--- config.mk ---
export PLATFORM = sky130hd
export DESIGN_NAME = fcp_flash_cmd
export DESIGN_NICKNAME = d
export VERILOG_FILES = /design/src/include/fcp_pkg.sv /design/src/include/fcp_win_if.sv /design/src/rtl/fcp_flash_cmd.sv /design/src/rtl/fcp_window_timer.sv
export SDC_FILE = /design/constraint.sdc
export NUM_CORES = 1
export LEC_CHECK = 0
export BUFFER_PORTS_ARGS = -buffer_cell sky130_fd_sc_hd__buf_2
export CELL_PAD_IN_SITES_DETAIL_PLACEMENT = 1
export CELL_PAD_IN_SITES_GLOBAL_PLACEMENT = 2
export CORE_ASPECT_RATIO = 0.5
export CORE_MARGIN = 2
export CORE_UTILIZATION = 32
export CTS_CLUSTER_SIZE = 20
export DETAILED_ROUTE_END_ITERATION = 16
export PLACE_DENSITY = 0.93
export SYNTH_ARGS = -nofsm -noshare
export SYNTH_HDL_FRONTEND = slang
export SYNTH_SLANG_ARGS = --single-unit
export TNS_END_PERCENT = 30
--- constraint.sdc ---
create_clock -name clk_in -period 3.3 [get_ports clk_in]
set_input_delay 0.495 -clock clk_in [delete_from_list [all_inputs] [get_ports clk_in]]
set_output_delay 0.495 -clock clk_in [all_outputs]
set_load 0.005 [all_outputs]
--- src/include/fcp_pkg.sv ---
// shared constants for the flash command and protection map block
package fcp_pkg;
  // ----------------------------------------------------------------
  // command data codes (low byte; code unlock and relock compare the full 16-bit word)
  // ----------------------------------------------------------------
  localparam logic [7:0] FCP_SUSPEND_DATA = 8'hB0;
  localparam logic [7:0] FCP_RESUME_DATA = 8'h30;
  localparam logic [7:0] FCP_PREFIX1_DATA = 8'hA8;
  localparam logic [7:0] FCP_PREFIX2_DATA = 8'h54;
  localparam logic [7:0] FCP_SETPROT_DATA = 8'hC0;
  localparam logic [7:0] FCP_READPROT_DATA = 8'h90;
  localparam logic [7:0] FCP_BLKUNLOCK_DATA = 8'hC1;
  localparam logic [7:0] FCP_READRESET_DATA = 8'hF0;
  localparam logic [15:0] FCP_CODE_UNLOCK_DATA = 16'hFFFF;
  localparam logic [15:0] FCP_CODE_RELOCK_DATA = 16'hFFFB;
  // ----------------------------------------------------------------
  // command addresses, only A13..A0 decoded
  // ----------------------------------------------------------------
  localparam int FCP_CMD_ADDR_BITS = 14;
  localparam logic [13:0] FCP_PROT_ADDR1 = 14'h2A54;
  localparam logic [13:0] FCP_PROT_ADDR2 = 14'h15A8;
  localparam logic [1:0] FCP_ODD_WORD_LOW = 2'h2;
  // ----------------------------------------------------------------
  // protection word layout and resets
  // ----------------------------------------------------------------
  localparam int FCP_CODE_PROT_BIT = 15;
  localparam logic [15:0] FCP_PROT_RESET = 16'hFFFF;
  localparam int FCP_WINDOW_STATUS_BIT = 3;
  localparam logic [7:0] FCP_STATUS_RESET = 8'h00;
  localparam logic [15:0] FCP_DUMMY_DATA = 16'h0000;
  // ----------------------------------------------------------------
  // mapping
  // ----------------------------------------------------------------
  localparam logic [23:0] FCP_SEG1_BASE = 24'h010000;
  localparam logic [23:0] FCP_LOW32K_SIZE = 24'h008000;
  // ----------------------------------------------------------------
  // timing
  // ----------------------------------------------------------------
  localparam int FCP_CLK_HZ = 20000000;
  localparam int FCP_BLOCK_WINDOW_US = 96;
  localparam int FCP_BLOCK_WINDOW_CYC = (FCP_BLOCK_WINDOW_US * (FCP_CLK_HZ / 1000000));
  // ----------------------------------------------------------------
  // sequencer states
  // ----------------------------------------------------------------
  typedef enum logic [2:0] {
    FCP_IDLE = 3'b000,
    FCP_GOT1 = 3'b001,
    FCP_GOT2 = 3'b010,
    FCP_SETP = 3'b011,
    FCP_BLKUNLOCK = 3'b100,
    FCP_READP = 3'b101
  } fcp_state_type;
endpackage : fcp_pkg

--- src/include/fcp_win_if.sv ---
// interface between sequencer and the block-erase window timer
`timescale 1ns/10ps
`default_nettype none
interface fcp_win_if;
  logic restart;
  logic open;
  modport owner (output restart, input open);
  modport timer (input restart, output open);
endinterface : fcp_win_if
`default_nettype wire

--- src/rtl/fcp_flash_cmd.sv ---
// flash command decoder, protection register and map controls
`timescale 1ns/10ps
`default_nettype none
// Operation
// - one write of B0 to any address suspends the running erase
// - one write of 30 to any address resumes a suspended erase
// - protection commands: A8 at 2A54, 54 at 15A8, selector at 2A54
// - written word zero at bit 15 protects code, bit N protects block N; code_protect_active_out follows only the code lock, not bit 15
// - protection bits only clear; restoring a one flags a write error
// - selector 90 makes odd word reads return protection register until next write
// - command address decode ignores A14 and above
// - each block address opens 96 us window; expiry shown in status bit 3
// - FFFF unlocks, FFFB relocks code, only when written by flash-fetched code
// - gaps between cycles tolerated; unused cycles read dummy data
// - reset lengthening not shown on reset pin, skipped on external start
// - boot pin latched into internal memory enable on the third clock after reset release
// - remap bit moves only the lowest 32K; other flash unaffected
// - segmentation disable must be zero for full 256K use; the map here decodes all 256K whatever seg_dis holds
module fcp_flash_cmd
  import fcp_pkg::*;
(
  // clock and reset
  input wire logic clk_in,
  input wire logic reset_n_in,
  // cpu write and read strobes
  input wire logic wr_in,
  input wire logic rd_in,
  input wire logic [23:0] addr_in,
  input wire logic [15:0] wdata_in,
  input wire logic fetch_from_flash_in,
  input wire logic block_addr_wr_in,
  input wire logic [15:0] array_rdata_in,
  // pins and starts
  input wire logic boot_select_pin_in,
  input wire logic external_start_in,
  input wire logic reset_lengthen_req_in,
  // system configuration writes
  input wire logic cfg_wr_in,
  input wire logic internal_memory_enable_in,
  input wire logic segment_remap_bit_in,
  input wire logic segmentation_disable_in,
  // read data and status
  output logic [15:0] rdata_out,
  output logic [7:0] flash_status_register_out,
  output logic [15:0] protection_register_out,
  output logic code_protect_active_out,
  output logic write_error_out,
  // erase control
  output logic erase_suspend_cmd_out,
  output logic erase_resume_cmd_out,
  output logic block_temp_unlock_cmd_out,
  // map and reset
  output logic internal_memory_enable_out,
  output logic segment_remap_bit_out,
  output logic segmentation_disable_out,
  output logic [23:0] flash_phys_addr_out,
  output logic flash_hit_out,
  output logic reset_lengthen_out,
  output logic reset_pin_drive_out
);
  // ----------------------------------------------------------------
  // declarations
  // ----------------------------------------------------------------
  fcp_state_type state, next_state;
  logic boot_meta, boot_sync;
  logic [1:0] boot_age;
  logic [15:0] protection_register;
  logic code_locked;
  logic [15:0] rdata;
  logic [7:0] status;
  logic write_error;
  logic suspend_p, resume_p, blk_unlock_p;
  logic rom_en, remap, seg_dis;
  logic [23:0] phys;
  logic hit;
  logic lengthen;
  fcp_win_if win ();

  fcp_window_timer u_window (
    .clk_in(clk_in),
    .reset_n_in(reset_n_in),
    .win(win)
  );

  // ----------------------------------------------------------------
  // address and data decode
  // ----------------------------------------------------------------
  wire [13:0] cmd_addr = addr_in[FCP_CMD_ADDR_BITS-1:0];
  wire at_a1 = (cmd_addr == FCP_PROT_ADDR1);
  wire at_a2 = (cmd_addr == FCP_PROT_ADDR2);
  wire odd_word = (addr_in[1:0] == FCP_ODD_WORD_LOW);
  wire [7:0] wlo = wdata_in[7:0];
  // sequences from flash-fetched code are not commands, except the two code writes
  wire cmd_wr = wr_in && !fetch_from_flash_in;
  wire code_wr = wr_in && fetch_from_flash_in;
  wire is_unlock = code_wr && (wdata_in == FCP_CODE_UNLOCK_DATA);
  wire is_relock = code_wr && (wdata_in == FCP_CODE_RELOCK_DATA);
  wire in_idle = (state == FCP_IDLE);
  wire do_suspend = cmd_wr && in_idle && (wlo == FCP_SUSPEND_DATA);
  wire do_resume = cmd_wr && in_idle && (wlo == FCP_RESUME_DATA);
  wire do_setp = cmd_wr && (state == FCP_SETP) && odd_word;
  // only bits that are ones may change to zero
  wire raise_bit = |(wdata_in & ~protection_register);
  wire do_blk_unlock = cmd_wr && (state == FCP_BLKUNLOCK) && (wlo == FCP_READRESET_DATA);

  // ----------------------------------------------------------------
  // sequencer next state; a write off the expected path aborts
  // ----------------------------------------------------------------
  always_comb begin
    next_state = state;
    if (cmd_wr) begin
      case (state)
        FCP_IDLE: begin
          next_state = (at_a1 && wlo == FCP_PREFIX1_DATA) ? FCP_GOT1 : FCP_IDLE;
        end
        FCP_GOT1: begin
          next_state = (at_a2 && wlo == FCP_PREFIX2_DATA) ? FCP_GOT2 : FCP_IDLE;
        end
        FCP_GOT2: begin
          if (at_a1 && wlo == FCP_SETPROT_DATA) begin
            next_state = FCP_SETP;
          end else if (at_a1 && wlo == FCP_READPROT_DATA) begin
            next_state = FCP_READP;
          end else if (at_a1 && wlo == FCP_BLKUNLOCK_DATA) begin
            next_state = FCP_BLKUNLOCK;
          end else begin
            next_state = FCP_IDLE;
          end
        end
        FCP_READP: begin
          next_state = FCP_IDLE;
        end
        default: begin
          next_state = FCP_IDLE;
        end
      endcase
    end
  end

  // ----------------------------------------------------------------
  // state register; idle gaps simply hold the state
  // ----------------------------------------------------------------
  always_ff @(posedge clk_in or negedge reset_n_in) begin
    if (!reset_n_in) begin
      state <= FCP_IDLE;
    end else begin
      state <= next_state;
    end
  end

  // ----------------------------------------------------------------
  // protection register and code lock
  // ----------------------------------------------------------------
  always_ff @(posedge clk_in or negedge reset_n_in) begin
    if (!reset_n_in) begin
      protection_register <= FCP_PROT_RESET;
      write_error <= 1'b0;
      code_locked <= 1'b1;
    end else begin
      if (do_setp) begin
        protection_register <= protection_register & wdata_in;
        write_error <= raise_bit;
      end else if (cmd_wr && in_idle && at_a1 && wlo == FCP_PREFIX1_DATA) begin
        write_error <= 1'b0;
      end
      if (is_unlock) begin
        code_locked <= 1'b0;
      end else if (is_relock) begin
        code_locked <= 1'b1;
      end
    end
  end

  // ----------------------------------------------------------------
  // one-cycle command pulses and read data
  // ----------------------------------------------------------------
  wire prot_read = rd_in && (state == FCP_READP) && odd_word;
  wire seq_busy = (state == FCP_GOT1) || (state == FCP_GOT2) || (state == FCP_SETP) || (state == FCP_BLKUNLOCK);
  wire [15:0] next_rdata = prot_read ? protection_register :
                           (rd_in && seq_busy) ? FCP_DUMMY_DATA : array_rdata_in;
  always_ff @(posedge clk_in or negedge reset_n_in) begin
    if (!reset_n_in) begin
      suspend_p <= 1'b0;
      resume_p <= 1'b0;
      blk_unlock_p <= 1'b0;
      rdata <= FCP_DUMMY_DATA;
    end else begin
      suspend_p <= do_suspend;
      resume_p <= do_resume;
      blk_unlock_p <= do_blk_unlock;
      rdata <= next_rdata;
    end
  end

  // ----------------------------------------------------------------
  // block window status, bit set when the window has expired
  // ----------------------------------------------------------------
  assign win.restart = block_addr_wr_in;
  always_ff @(posedge clk_in or negedge reset_n_in) begin
    if (!reset_n_in) begin
      status <= FCP_STATUS_RESET;
    end else begin
      status <= FCP_STATUS_RESET;
      status[FCP_WINDOW_STATUS_BIT] <= !win.open;
    end
  end

  // ----------------------------------------------------------------
  // boot pin sync and latch once after reset release
  // ----------------------------------------------------------------
  always_ff @(posedge clk_in or negedge reset_n_in) begin
    if (!reset_n_in) begin
      boot_meta <= 1'b0;
      boot_sync <= 1'b0;
      boot_age <= 2'h0;
      rom_en <= 1'b0;
      remap <= 1'b1;
      seg_dis <= 1'b1;
    end else begin
      boot_meta <= boot_select_pin_in;
      boot_sync <= boot_meta;
      // pin is taken once, only after both sync stages hold it
      if (boot_age != 2'h3) begin
        boot_age <= boot_age + 2'h1;
      end
      if (boot_age == 2'h2) begin
        rom_en <= boot_sync;
      end else if (cfg_wr_in) begin
        rom_en <= internal_memory_enable_in;
      end
      if (cfg_wr_in) begin
        remap <= segment_remap_bit_in;
        seg_dis <= segmentation_disable_in;
      end
    end
  end

  // ----------------------------------------------------------------
  // address map: remap moves only the lowest 32K
  // ----------------------------------------------------------------
  wire low_blk = (addr_in < FCP_LOW32K_SIZE);
  wire seg1_low = (addr_in >= FCP_SEG1_BASE) && (addr_in < (FCP_SEG1_BASE + FCP_LOW32K_SIZE));
  wire upper_area = (addr_in >= (FCP_SEG1_BASE + FCP_LOW32K_SIZE)) && (addr_in < 24'h050000);
  wire low_hit = remap ? low_blk : seg1_low;
  wire next_hit = rom_en && (low_hit || upper_area);
  wire [23:0] next_phys = low_hit ? {9'h000, addr_in[14:0]} : addr_in;
  always_ff @(posedge clk_in or negedge reset_n_in) begin
    if (!reset_n_in) begin
      phys <= 24'h000000;
      hit <= 1'b0;
    end else begin
      phys <= next_phys;
      hit <= next_hit;
    end
  end

  // ----------------------------------------------------------------
  // reset lengthening, internal only, never on the pin
  // ----------------------------------------------------------------
  always_ff @(posedge clk_in or negedge reset_n_in) begin
    if (!reset_n_in) begin
      lengthen <= 1'b0;
    end else begin
      lengthen <= reset_lengthen_req_in && !external_start_in;
    end
  end

  // ----------------------------------------------------------------
  // outputs
  // ----------------------------------------------------------------
  assign rdata_out = rdata;
  assign flash_status_register_out = status;
  assign protection_register_out = protection_register;
  assign code_protect_active_out = code_locked;
  assign write_error_out = write_error;
  assign erase_suspend_cmd_out = suspend_p;
  assign erase_resume_cmd_out = resume_p;
  assign block_temp_unlock_cmd_out = blk_unlock_p;
  assign internal_memory_enable_out = rom_en;
  assign segment_remap_bit_out = remap;
  assign segmentation_disable_out = seg_dis;
  assign flash_phys_addr_out = phys;
  assign flash_hit_out = hit;
  assign reset_lengthen_out = lengthen;
  assign reset_pin_drive_out = 1'b0;

  // ----------------------------------------------------------------
  // checks
  // ----------------------------------------------------------------
  AST_SUSPEND: assert property (@(posedge clk_in) disable iff (!reset_n_in)
    do_suspend |=> suspend_p) else $error("suspend pulse missing");
  AST_RESUME: assert property (@(posedge clk_in) disable iff (!reset_n_in)
    resume_p |-> $past(cmd_wr) && $past(wlo) == FCP_RESUME_DATA) else $error("resume without write");
  AST_PREFIX: assert property (@(posedge clk_in) disable iff (!reset_n_in)
    (state == FCP_GOT1 && cmd_wr && !at_a2) |=> state == FCP_IDLE) else $error("prefix not aborted");
  AST_MONOTONIC: assert property (@(posedge clk_in) disable iff (!reset_n_in)
    ##1 ((protection_register & ~$past(protection_register)) == 16'h0000)) else $error("protection bit rose");
  AST_WRERR: assert property (@(posedge clk_in) disable iff (!reset_n_in)
    (do_setp && raise_bit) |=> write_error) else $error("write error not flagged");
  AST_SETP: assert property (@(posedge clk_in) disable iff (!reset_n_in)
    do_setp |=> protection_register == ($past(protection_register) & $past(wdata_in))) else $error("bad set");
  AST_READP: assert property (@(posedge clk_in) disable iff (!reset_n_in)
    prot_read |=> rdata == $past(protection_register)) else $error("protection read wrong");
  AST_CODELOCK: assert property (@(posedge clk_in) disable iff (!reset_n_in)
    (wr_in && !fetch_from_flash_in) |=> code_locked == $past(code_locked)) else $error("lock changed from ram");
  AST_PIN: assert property (@(posedge clk_in) disable iff (!reset_n_in)
    external_start_in |=> !lengthen && !reset_pin_drive_out) else $error("lengthen on external start");
endmodule : fcp_flash_cmd
`default_nettype wire

--- src/rtl/fcp_window_timer.sv ---
// block-erase address window timer
`timescale 1ns/10ps
`default_nettype none
module fcp_window_timer
  import fcp_pkg::*;
(
  // clock and reset
  input wire logic clk_in,
  input wire logic reset_n_in,
  // window control
  fcp_win_if.timer win
);
  logic [11:0] count;
  logic open_q;
  localparam logic [11:0] LOAD = 12'(FCP_BLOCK_WINDOW_CYC);
  // ----------------------------------------------------------------
  // countdown, restarted by each block address write
  // ----------------------------------------------------------------
  always_ff @(posedge clk_in or negedge reset_n_in) begin
    if (!reset_n_in) begin
      count <= 12'h000;
      open_q <= 1'b0;
    end else if (win.restart) begin
      count <= LOAD;
      open_q <= 1'b1;
    end else if (count != 12'h000) begin
      count <= count - 12'h001;
      open_q <= (count != 12'h001);
    end
  end
  assign win.open = open_q;
  // window still open 8 cycles after a restart with no further restart
  AST_WINDOW_LEN: assert property (@(posedge clk_in) disable iff (!reset_n_in)
    win.restart ##1 (!win.restart) [*8] |-> open_q) else $error("window closed early");
endmodule : fcp_window_timer
`default_nettype wire
==> results_dict.tcl, run 1 <==
set metrics [dict create \
    path_max_fanout 8 \
    yosysWarnings 0 \
    final_core_util 0.431 \
    wl_microns 10500 \
    maxSlewViolCount 0 \
    path_cells "inv_1 > ha_1 > or4b_1 > o311ai_2 > xor2_1 > nor2_1" \
    grt_max_degree 83 \
    overflow 0 \
    finalSetupViolCount 0 \
    crit_arrival_ns 2.36 \
    synth_top_area_share 0.452 \
    r2r-end "u_window.count[5]" \
    die_h_microns 80.7 \
    min_to "boot_meta" \
    cts_sinks 87 \
    netlist_top_cells_area "dfrtp_1 (45%), dfstp_2 (13%), a22o_1 (3.7%), o21a_1 (3.2%), nand2b_1 (2.8%)" \
    ant_nets 0 \
    max_clock_freq_ghz 0.467 \
    hold_path_depth 1 \
    clk_latency_ns 0.34 \
    vias 2953 \
    syn_to_final_growth_pct 28.3 \
    path_delay_family "simple AND/OR/NAND/NOR gates" \
    yosysTopAreaCell "dfrtp_1" \
    power.leakage_nw 2.29 \
    rsz0062_at_grt "no" \
    fin_crit_sh 0.649 \
    cts_resized 0 \
    antennaDiodeCount 0 \
    wl_per_cell_microns 17.1 \
    start_util 0.336 \
    path_buf_inv 1 \
    reg2reg_slack_ns 1.16 \
    layout.nets 521 \
    min_period_ns 2.14 \
    critical_path.slowest_cell "or4b_1" \
    synth_top_cells_by_count "dfrtp_1 (68), nor2_1 (23), dfstp_2 (19), nand2b_1 (17)" \
    worst_slew_pin_slew_ns 1.04 \
    worstSetupPathType "reg -> reg" \
    ys_types 51 \
    grt_pass1_wl_microns 16800 \
    pin_count 144 \
    r2r-start "u_window.count[0]" \
    powerDensity_nw_per_um2 506 \
    fin_skew_ns 0.00986 \
    antenna_found_initial 0 \
    design.core.area_sq_um 11200 \
    clkTransAtPathRegs_ns 0.07 \
    cts-hold-fix-buffers 0 \
    dp_hpwl_microns 7600 \
    cts_setup_buffers 0 \
    clk_path_buf_depth 2 \
    hold_path.class "in -> reg" \
    cap_violations 0 \
    synthArstFlopShare 1.00 \
    critPathCaptureType "register" \
    yosysSeqAreaShare 0.584 \
    cts_root_buf "clkbuf_16" \
    track_usage 0.174 \
    drt_first_pass_iters 4 \
    synthFlopType "dfrtp_1" \
    synthCells 319 \
    cp_slowest_stage_delay_ns 0.65 \
    rows 27 \
    h-tree-depth 3 \
    r2r_cells 6 \
    min_from "boot_select_pin_in" \
    syn_area_per_cell_sq_um 11.8 \
    worstSetupStartpointType "register" \
    cts_tree "done" \
    drive_gt1_frac 0.405 \
    die_w_microns 157 \
    synth_edf_count 0 \
    drt_iter0_drc 119 \
    fillers 1300 \
    yosys_register_bits 87 \
    synth_area_sq_um 3770 \
    drc 0 \
    tns_ns 0 \
    maxSlewHeadroom 0.305 \
    finalHoldViolCount 0 \
    numCtsBuffers 9 \
    die-area_sq_um 12700 \
    ir_drop_v 0.000189 \
    grt_pass1_vias 3143 \
    viasPerCell 4.83 \
    port_buffers 135 \
    outcome "completed" \
    synth_most_common_cell "dfrtp_1" \
    required_ns 3.52 \
    gp_congestion 0.761 \
]
## stage by stage
step	power, W	cells	cell area, sq um	hold slack (ns)	worst slack, ns
after detailed placement	0.00148	595	4550	0.360	1.13
after global routing	0.00256	611	4830	0.243	1.01
after global placement	0.00147	595	4550	0.335	1.16
final	0.00244	611	4830	0.258	1.16
after CTS	0.00249	611	4830	0.247	1.15
after floorplan	0.00134	326	3790	0.199	1.39
## final cells by class
| type | instances | area (sq um) | share of cell area |
|---|---|---|---|
| clock buffer | 9 | 225 | 0.0466 |
| clock inverter | 7 | 62.6 | 0.0129 |
| inverter | 11 | 41.3 | 0.00854 |
| multi-input combinational | 200 | 1400 | 0.290 |
| sequential | 87 | 2200 | 0.455 |
| tap | 159 | 199 | 0.0412 |
| timing repair buffer | 138 | 701 | 0.145 |
## routing by layer
layer,share of wire,up-vias,global-route usage,wire length [microns]
met5,0,-,0,0
met1,0.43,1501,0.213,4510
met2,0.52,57,0.309,5460
met3,0.031,15,0.0389,324
li1,-,1380,-,-
met4,0.016,0,0.0527,164
## where the power goes
group	switching (W)	internal (W)	leakage, nW
Clock	0.000461	0.000528	0.144
Sequential	0.0000457	0.00112	1.00
Combinational	0.000158	0.000130	1.14
## cell families after synthesis
logic type                 after synthesis  synth area share
and+or+nand+nor                        107             0.167
DFF                                     87             0.584
AOI/OAI and AO/OA                       63             0.138
buffers and inverters                   39            0.0498
xor gates and xnor gates                10            0.0233
muxes                                    7            0.0193
adders and majority gates                5            0.0166
other                                    1          0.000996
## state kept, by name, summed over array words and instances (netlist names), 2 cells and up
name and cells:
state 3, flash_phys_addr_out 24, rdata_out 16, protection_register_out 16, u_window.count 12, boot_age 2
## how the worst max path moves through the flow
| stage | from | endpoint | cells after the start |
|---|---|---|---|
| after CTS | u_window.count[0] | u_window.count[4] | 6 |
| after global placement | fetch_from_flash_in | write_error_out | 5 |
| after detailed placement | fetch_from_flash_in | write_error_out | 5 |
| after global routing | u_window.count[0] | u_window.count[5] | 6 |
| final | u_window.count[0] | u_window.count[5] | 6 |
| after floorplan | u_window.count[0] | u_window.count[4] | 7 |
## worst reg2reg max path, stage by stage (launching register included)
cell,delay (ns)
dfrtp_1,0.46
inv_1,0.12
ha_1,0.22
or4b_1,0.66
o311ai_2,0.35
xor2_1,0.17
nor2_1,0.05
## layout by cell type (no fill, tap or decap), types with 3 or more instances in the layout
cell type and instances:
buf_2 134, dfrtp_1 68, nor2_1 23, dfstp_2 19
nand2b_1 17, a22o_1 16, o21a_1 16, inv_1 11
nor3_1 11, nand2_1 11, clkbuf_16 9, nand3_1 8
nand4_1 8, conb_1 8, o21ai_0 7, xor2_1 7
mux2i_1 5, nor4bb_1 5, ha_1 5, nor4_1 4
o2111ai_1 4, buf_4 4, or3_1 3, o211ai_1 3
nor4b_1 3, xnor2_1 3
(Power assumes the default switching activity.)
==> run 2, diff against run 1 <==
CORE_UTILIZATION = 27   (was 32)
PLACE_DENSITY = 0.84   (was 0.93)
clock period = 1.85 ns   (was 3.3 ns; I/O delays follow)
==> run 2 against run 1 <==
  * Hold slack worse by 0.21 ns
  * Critical endpoint is now u_window.count[4]
  * Sequential share of layout area fell by 2.5 points
  * Sequential power increased by 75%
  * Register-to-register slack lost 1.1 ns
  * Highest routed layer unchanged
  * Sequential cell count unchanged
  * Clock skew shrank 0.0027 ns
  * Largest cell class unchanged
==> results_dict.tcl, run 2 (synthesis results as in run 1) <==
set metrics [dict create \
    power.leakage_nw 2.41 \
    pin_count 144 \
    powerDensity_nw_per_um2 885 \
    place_area_sq_um 4760 \
    internal_power_w 0.00334 \
    outcome "completed" \
    finalSetupViolCount 0 \
    power_frac_clock 0.401 \
    hold_path.class "in -> reg" \
    clkTransAtPathRegs_ns 0.07 \
    syn_to_final_growth_pct 35.7 \
    clk_latency_ns 0.34 \
    worstSetupPathType "reg -> reg" \
    numCtsBuffers 9 \
    fillers 1588 \
    pre_cts_ws_ns 0.0250 \
    drive_gt1_frac 0.440 \
    port_buffers 135 \
    combinationalPowerShare 0.144 \
    critPathCaptureType "register" \
    p_sw_w 0.00118 \
    layout_commonest_cell "buf_2" \
    start_util 0.277 \
    cap_violations 0 \
    die_w_microns 171 \
    rsz0062_at_grt "yes" \
    finalHoldViolCount 0 \
    track_usage 0.151 \
    cts_sinks 87 \
    viasPerCell 4.60 \
    ir_drop_v 0.000444 \
    gp_congestion 0.763 \
    vias 3071 \
    max_clock_freq_ghz 0.549 \
    path_max_fanout 8 \
    setup_ws_ns 0.0286 \
    die_h_microns 87.5 \
    p_seq_frac 0.454 \
    maxSlewViolCount 0 \
    wl_microns 10900 \
    ant_nets 0 \
    h-tree-depth 3 \
    die-area_sq_um 15000 \
    power_switching_share 0.261 \
    min_period_ns 1.82 \
    overflow 0 \
    design_area_sq_um 5110 \
    fin_crit_sh 0.985 \
    grt_max_degree 37 \
    crit_arrival_ns 2.04 \
    drt_iter0_drc 53 \
    design.core.area_sq_um 13600 \
    drc 0 \
    layout_common_cells "buf_2 (134), dfrtp_1 (68), buf_4 (25)" \
    antennaDiodeCount 0 \
    wl_per_cell_microns 16.4 \
    layout.nets 544 \
    required_ns 2.07 \
    grt_pass1_wl_microns 17300 \
    dp_hpwl_microns 8340 \
    worstSetupStartpointType "register" \
    rows 30 \
    fin_skew_ns 0.00719 \
    antenna_found_initial 0 \
    cts_tree "done" \
    clk_path_buf_depth 2 \
    drt_first_pass_iters 4 \
    grt_pass1_vias 3241 \
    largest_register_ff_count 24 \
    cts_root_buf "clkbuf_16" \
]
-- run 2: final cells by class --
cell class,count,area [sq um],share of cell area
Sequential cell,87,2200,0.431
Multi-Input combinational cell,200,1440,0.282
Timing Repair Buffer,161,888,0.174
Clock buffer,11,264,0.0517
Tap cell,192,240,0.0470
Inverter,11,41.3,0.00808
Clock inverter,5,37.5,0.00734
-- run 2: per-layer routing --
| metal | part of all wire | vias to the layer above | track usage |
|---|---|---|---|
| met2 | 0.54 | 42 | 0.279 |
| met3 | 0.028 | 8 | 0.0341 |
| li1 | - | 1436 | - |
| met4 | 0.010 | 0 | 0.0431 |
| met1 | 0.43 | 1585 | 0.178 |
| met5 | 0 | - | 0 |
-- run 2: metrics by stage --
step	setup TNS [ns]	hold WS, ns	cells	total power, W	util
after detailed placement	0	0.187	647	0.00273	0.350
after CTS	0	0.0353	664	0.00456	0.373
after global placement	0	0.185	647	0.00271	0.350
after global routing	-0.280	0.0437	667	0.00474	0.376
final	0	0.0465	667	0.00452	0.376
after floorplan	-0.107	-0.0181	326	0.00240	-
-- run 2: what timing repair did --
action | in CTS | in global routing
setup endpoints to repair | 0 | 8
hold buffers | 1 | 0
resized for setup | 0 | 4
hold endpoints to repair | 10 | 0
setup buffers | 0 | 3
-- run 2: worst max-delay path: stages (launching register included) --
cell      delay [ns]
dfrtp_1         0.40
inv_2           0.09
ha_4            0.13
or4b_4          0.55
o311ai_4        0.31
xor2_1          0.16
nor2_1          0.05
-- run 2: worst paths after layout --
check | from | cells after the start | slack (ns) | end
worst min-delay path | boot_select_pin_in | 1 | 0.05 | boot_meta
min in group asynchronous | reset_n_in | 2 | 0.37 | rdata_out[6]
worst max register to register | u_window.count[1] | 6 | 0.03 | u_window.count[4]
max in group asynchronous | reset_n_in | 3 | 0.89 | protection_register_out[1]
worst max-delay path | u_window.count[1] | 6 | 0.03 | u_window.count[4]
worst min register to register | boot_meta | 0 | 0.36 | boot_sync
-- run 2: power groups by stage --
stage | Combinational [W] | Sequential (W) | Clock (W)
after global placement | 0.000623 | 0.00208 | 0
after global routing | 0.000729 | 0.00207 | 0.00195
after CTS | 0.000643 | 0.00205 | 0.00186
after floorplan | 0.000290 | 0.00211 | 0
final | 0.000653 | 0.00205 | 0.00181
after detailed placement | 0.000639 | 0.00209 | 0
==> run 3, diff against run 2 <==
SYNTH_HIERARCHICAL = 1   (was unset)
==> run 3 against run 2 <==
  * Global-route usage decreased by 0.11 points
  * Non-clock buffer count decreased by 12
  * Utilization decreased by 0.44 points
  * Sequential share of layout area increased by 0.42 points
  * Critical path depth decreased by 2
  * Total power decreased by 2.3%
  * Final area decreased by 0.91%
  * Clock-buffer cell count increased by 1
  * Hold slack got worse by 0.0055 ns
  * Critical endpoint is now write_error_out
  * Largest power group unchanged
  * Highest routed layer unchanged
==> results_dict.tcl, run 3 <==
set metrics [dict create \
    outcome "completed" \
    fillers 1544 \
    path_cells "nor4b_4 > or4b_4 > o41ai_2 > mux2i_1" \
    layout.nets 539 \
    dp_hpwl_microns 8130 \
    fin_total_pwr_w 0.00442 \
    design_area_sq_um 5060 \
    multi_input_area_sq_um 1470 \
    rsz0062_at_grt "yes" \
    track_usage 0.150 \
    ir_drop_v 0.000428 \
    finalSetupViolCount 0 \
    cap_violations 0 \
    drt_iter0_drc 121 \
    drc 0 \
    synthCells 323 \
    synth_area_sq_um 3790 \
    wl_per_cell_microns 16.0 \
    numCtsBuffers 9 \
    yosysWarnings 6 \
    yosysSeqAreaShare 0.581 \
    r2r-start "state[1]" \
    synth_edf_count 0 \
    route.met2.wl_microns 5480 \
    rows 30 \
    min_period_ns 1.79 \
    viasPerCell 4.50 \
    synth_top_area_share 0.449 \
    hold_path_depth 1 \
    final_core_util 0.372 \
    vias 2982 \
    antenna_found_initial 0 \
    grt_pass1_vias 3245 \
    grt_max_degree 38 \
    syn_area_per_cell_sq_um 11.7 \
    cts_setup_buffers 0 \
    required_ns 2.06 \
    synth_most_common_cell "dfrtp_1" \
    yosys_register_bits 87 \
    worstSetupStartpointType "register" \
    drt_first_pass_iters 5 \
    synthArstFlopShare 1.00 \
    yosysTopAreaCell "dfrtp_1" \
    design.core.area_sq_um 13600 \
    cts_sinks 87 \
    syn_to_final_growth_pct 33.6 \
    ys_types 56 \
    seqCellArea_sq_um 2200 \
    fin_crit_sh 0.965 \
    netlist_top_cells_area "dfrtp_1 (45%), dfstp_2 (13%), a22o_1 (3.7%), o21a_1 (3.2%), nand2b_1 (2.8%)" \
    die_h_microns 87.8 \
    top_layer "met4" \
    pin_count 144 \
    hold_path.class "in -> reg" \
    power.leakage_nw 2.38 \
    crit_arrival_ns 2.00 \
    synthFlopType "dfrtp_1" \
    cts_root_buf "clkbuf_16" \
    worst_slew_pin_slew_ns 0.506 \
    cts_tree "done" \
    path_delay_family "simple AND/OR/NAND/NOR gates" \
    overflow 0 \
    setup_ws_ns 0.0644 \
    cp_slowest_stage_delay_ns 0.53 \
    die-area_sq_um 15100 \
    place_area_sq_um 4710 \
    critPathCaptureType "register" \
    synth_top_cells_by_count "dfrtp_1 (68), dfstp_2 (19), nand2_1 (19), nand2b_1 (17), nor2_1 (17)" \
    maxSlewHeadroom 0.663 \
    clk_path_buf_depth 2 \
    gp_congestion 0.774 \
    layout_common_cells "buf_2 (134), dfrtp_1 (67), nand2_1 (19), dfstp_2 (19)" \
    clk_latency_ns 0.34 \
    largest_register_ff_count 24 \
    min_from "boot_select_pin_in" \
    grt_pass1_wl_microns 17400 \
    powerDensity_nw_per_um2 872 \
    pre_cts_ws_ns -0.0518 \
    start_util 0.278 \
    drive_gt1_frac 0.419 \
    ant_nets 0 \
    clkTransAtPathRegs_ns 0.06 \
    antennaDiodeCount 0 \
    finalHoldViolCount 0 \
    path_max_fanout 7 \
    dr_wl_met3_microns 379 \
    port_buffers 135 \
    critical_path.slowest_cell "or4b_4" \
    layout_commonest_cell "buf_2" \
    wl_microns 10600 \
    path_buf_inv 0 \
    max_clock_freq_ghz 0.560 \
    die_w_microns 172 \
    r2r-end "write_error_out" \
    met1Wirelength_microns 4620 \
    worstSetupPathType "reg -> reg" \
    fin_skew_ns 0.00902 \
    min_to "boot_meta" \
    h-tree-depth 3 \
    maxSlewViolCount 0 \
    reg2reg_slack_ns 0.06 \
    r2r_cells 4 \
]
[run 3: changes by cell type in the layout (fill, tap and decap cells not counted), moves of 5 or more]
cell     before  now
a21oi_1       1    6
xor2_1        7    1
nor2b_1       2    8
buf_4        25   13
nand2_1      11   19
nor3_1       11    6
nor2_1       23   17
[run 3: cell families (layout without fill, tap and decap cells)]
kind of cell	count (synthesis)	count (layout)	synth area share
compound gates	62	62	0.125
xor+xnor	3	3	0.00693
fa+ha+maj	5	5	0.0165
buf+inv	36	176	0.0455
flops	87	87	0.581
mux	10	10	0.0281
other cells	1	8	0.000989
simple gates	119	119	0.196
[run 3: report_power, final]
part	switching (W)	internal, W	leakage (nW)
clock	0.000759	0.00113	0.148
combinational	0.000260	0.000217	1.23
sequential	0.0000590	0.00199	1.00
total	0.00108	0.00334	2.38
[run 3: worst reg2reg max path, cell delays in order (launching register included)]
cell and delay, ns:
dfrtp_2 0.45, nor4b_4 0.32, or4b_4 0.53, o41ai_2 0.24, mux2i_1 0.12
[run 3: area by class of cell]
| type | count | area share |
|---|---|---|
| well taps | 192 | 0.0474 |
| repair buffers | 149 | 0.158 |
| clock buffers | 12 | 0.0509 |
| inverters | 11 | 0.00815 |
| flip-flops and latches | 87 | 0.435 |
| clock inverters | 4 | 0.0101 |
| multi-input cells | 207 | 0.291 |
[run 3: through the flow]
| step | instances | setup TNS (ns) | hold WS, ns |
|---|---|---|---|
| CTS | 662 | 0 | 0.0212 |
| global placement | 645 | 0 | 0.280 |
| detailed placement | 645 | -0.0518 | 0.288 |
| finish | 662 | 0 | 0.0410 |
| floorplan | 330 | 0 | -0.0181 |
| global route | 662 | -0.0565 | 0.0280 |
[run 3: how the worst max path moves through the flow]
stage                        start              end  slack (ns)  cells after the start
final                     state[1]  write_error_out        0.06                      4
after floorplan           state[1]  write_error_out        0.13                      5
after global placement    state[1]  write_error_out        0.03                      4
after CTS                 state[1]  write_error_out        0.03                      4
after detailed placement  state[1]  write_error_out       -0.05                      4
after global routing      state[1]  write_error_out       -0.04                      4
[run 3: timing repair]
item / 4_1_cts / 5_1_grt
hold buffers: 1 / 0
pin swaps: 0 / 1
setup endpoints to repair: 1 / 4
resized for setup: 1 / 4
endpoints found under the hold margin: 21 / 0
[run 3: routing by layer]
layer	track usage	vias to the layer above
li1	-	1428
met1	0.183	1489
met2	0.263	56
met3	0.0352	9
met4	0.0524	0
met5	0	-
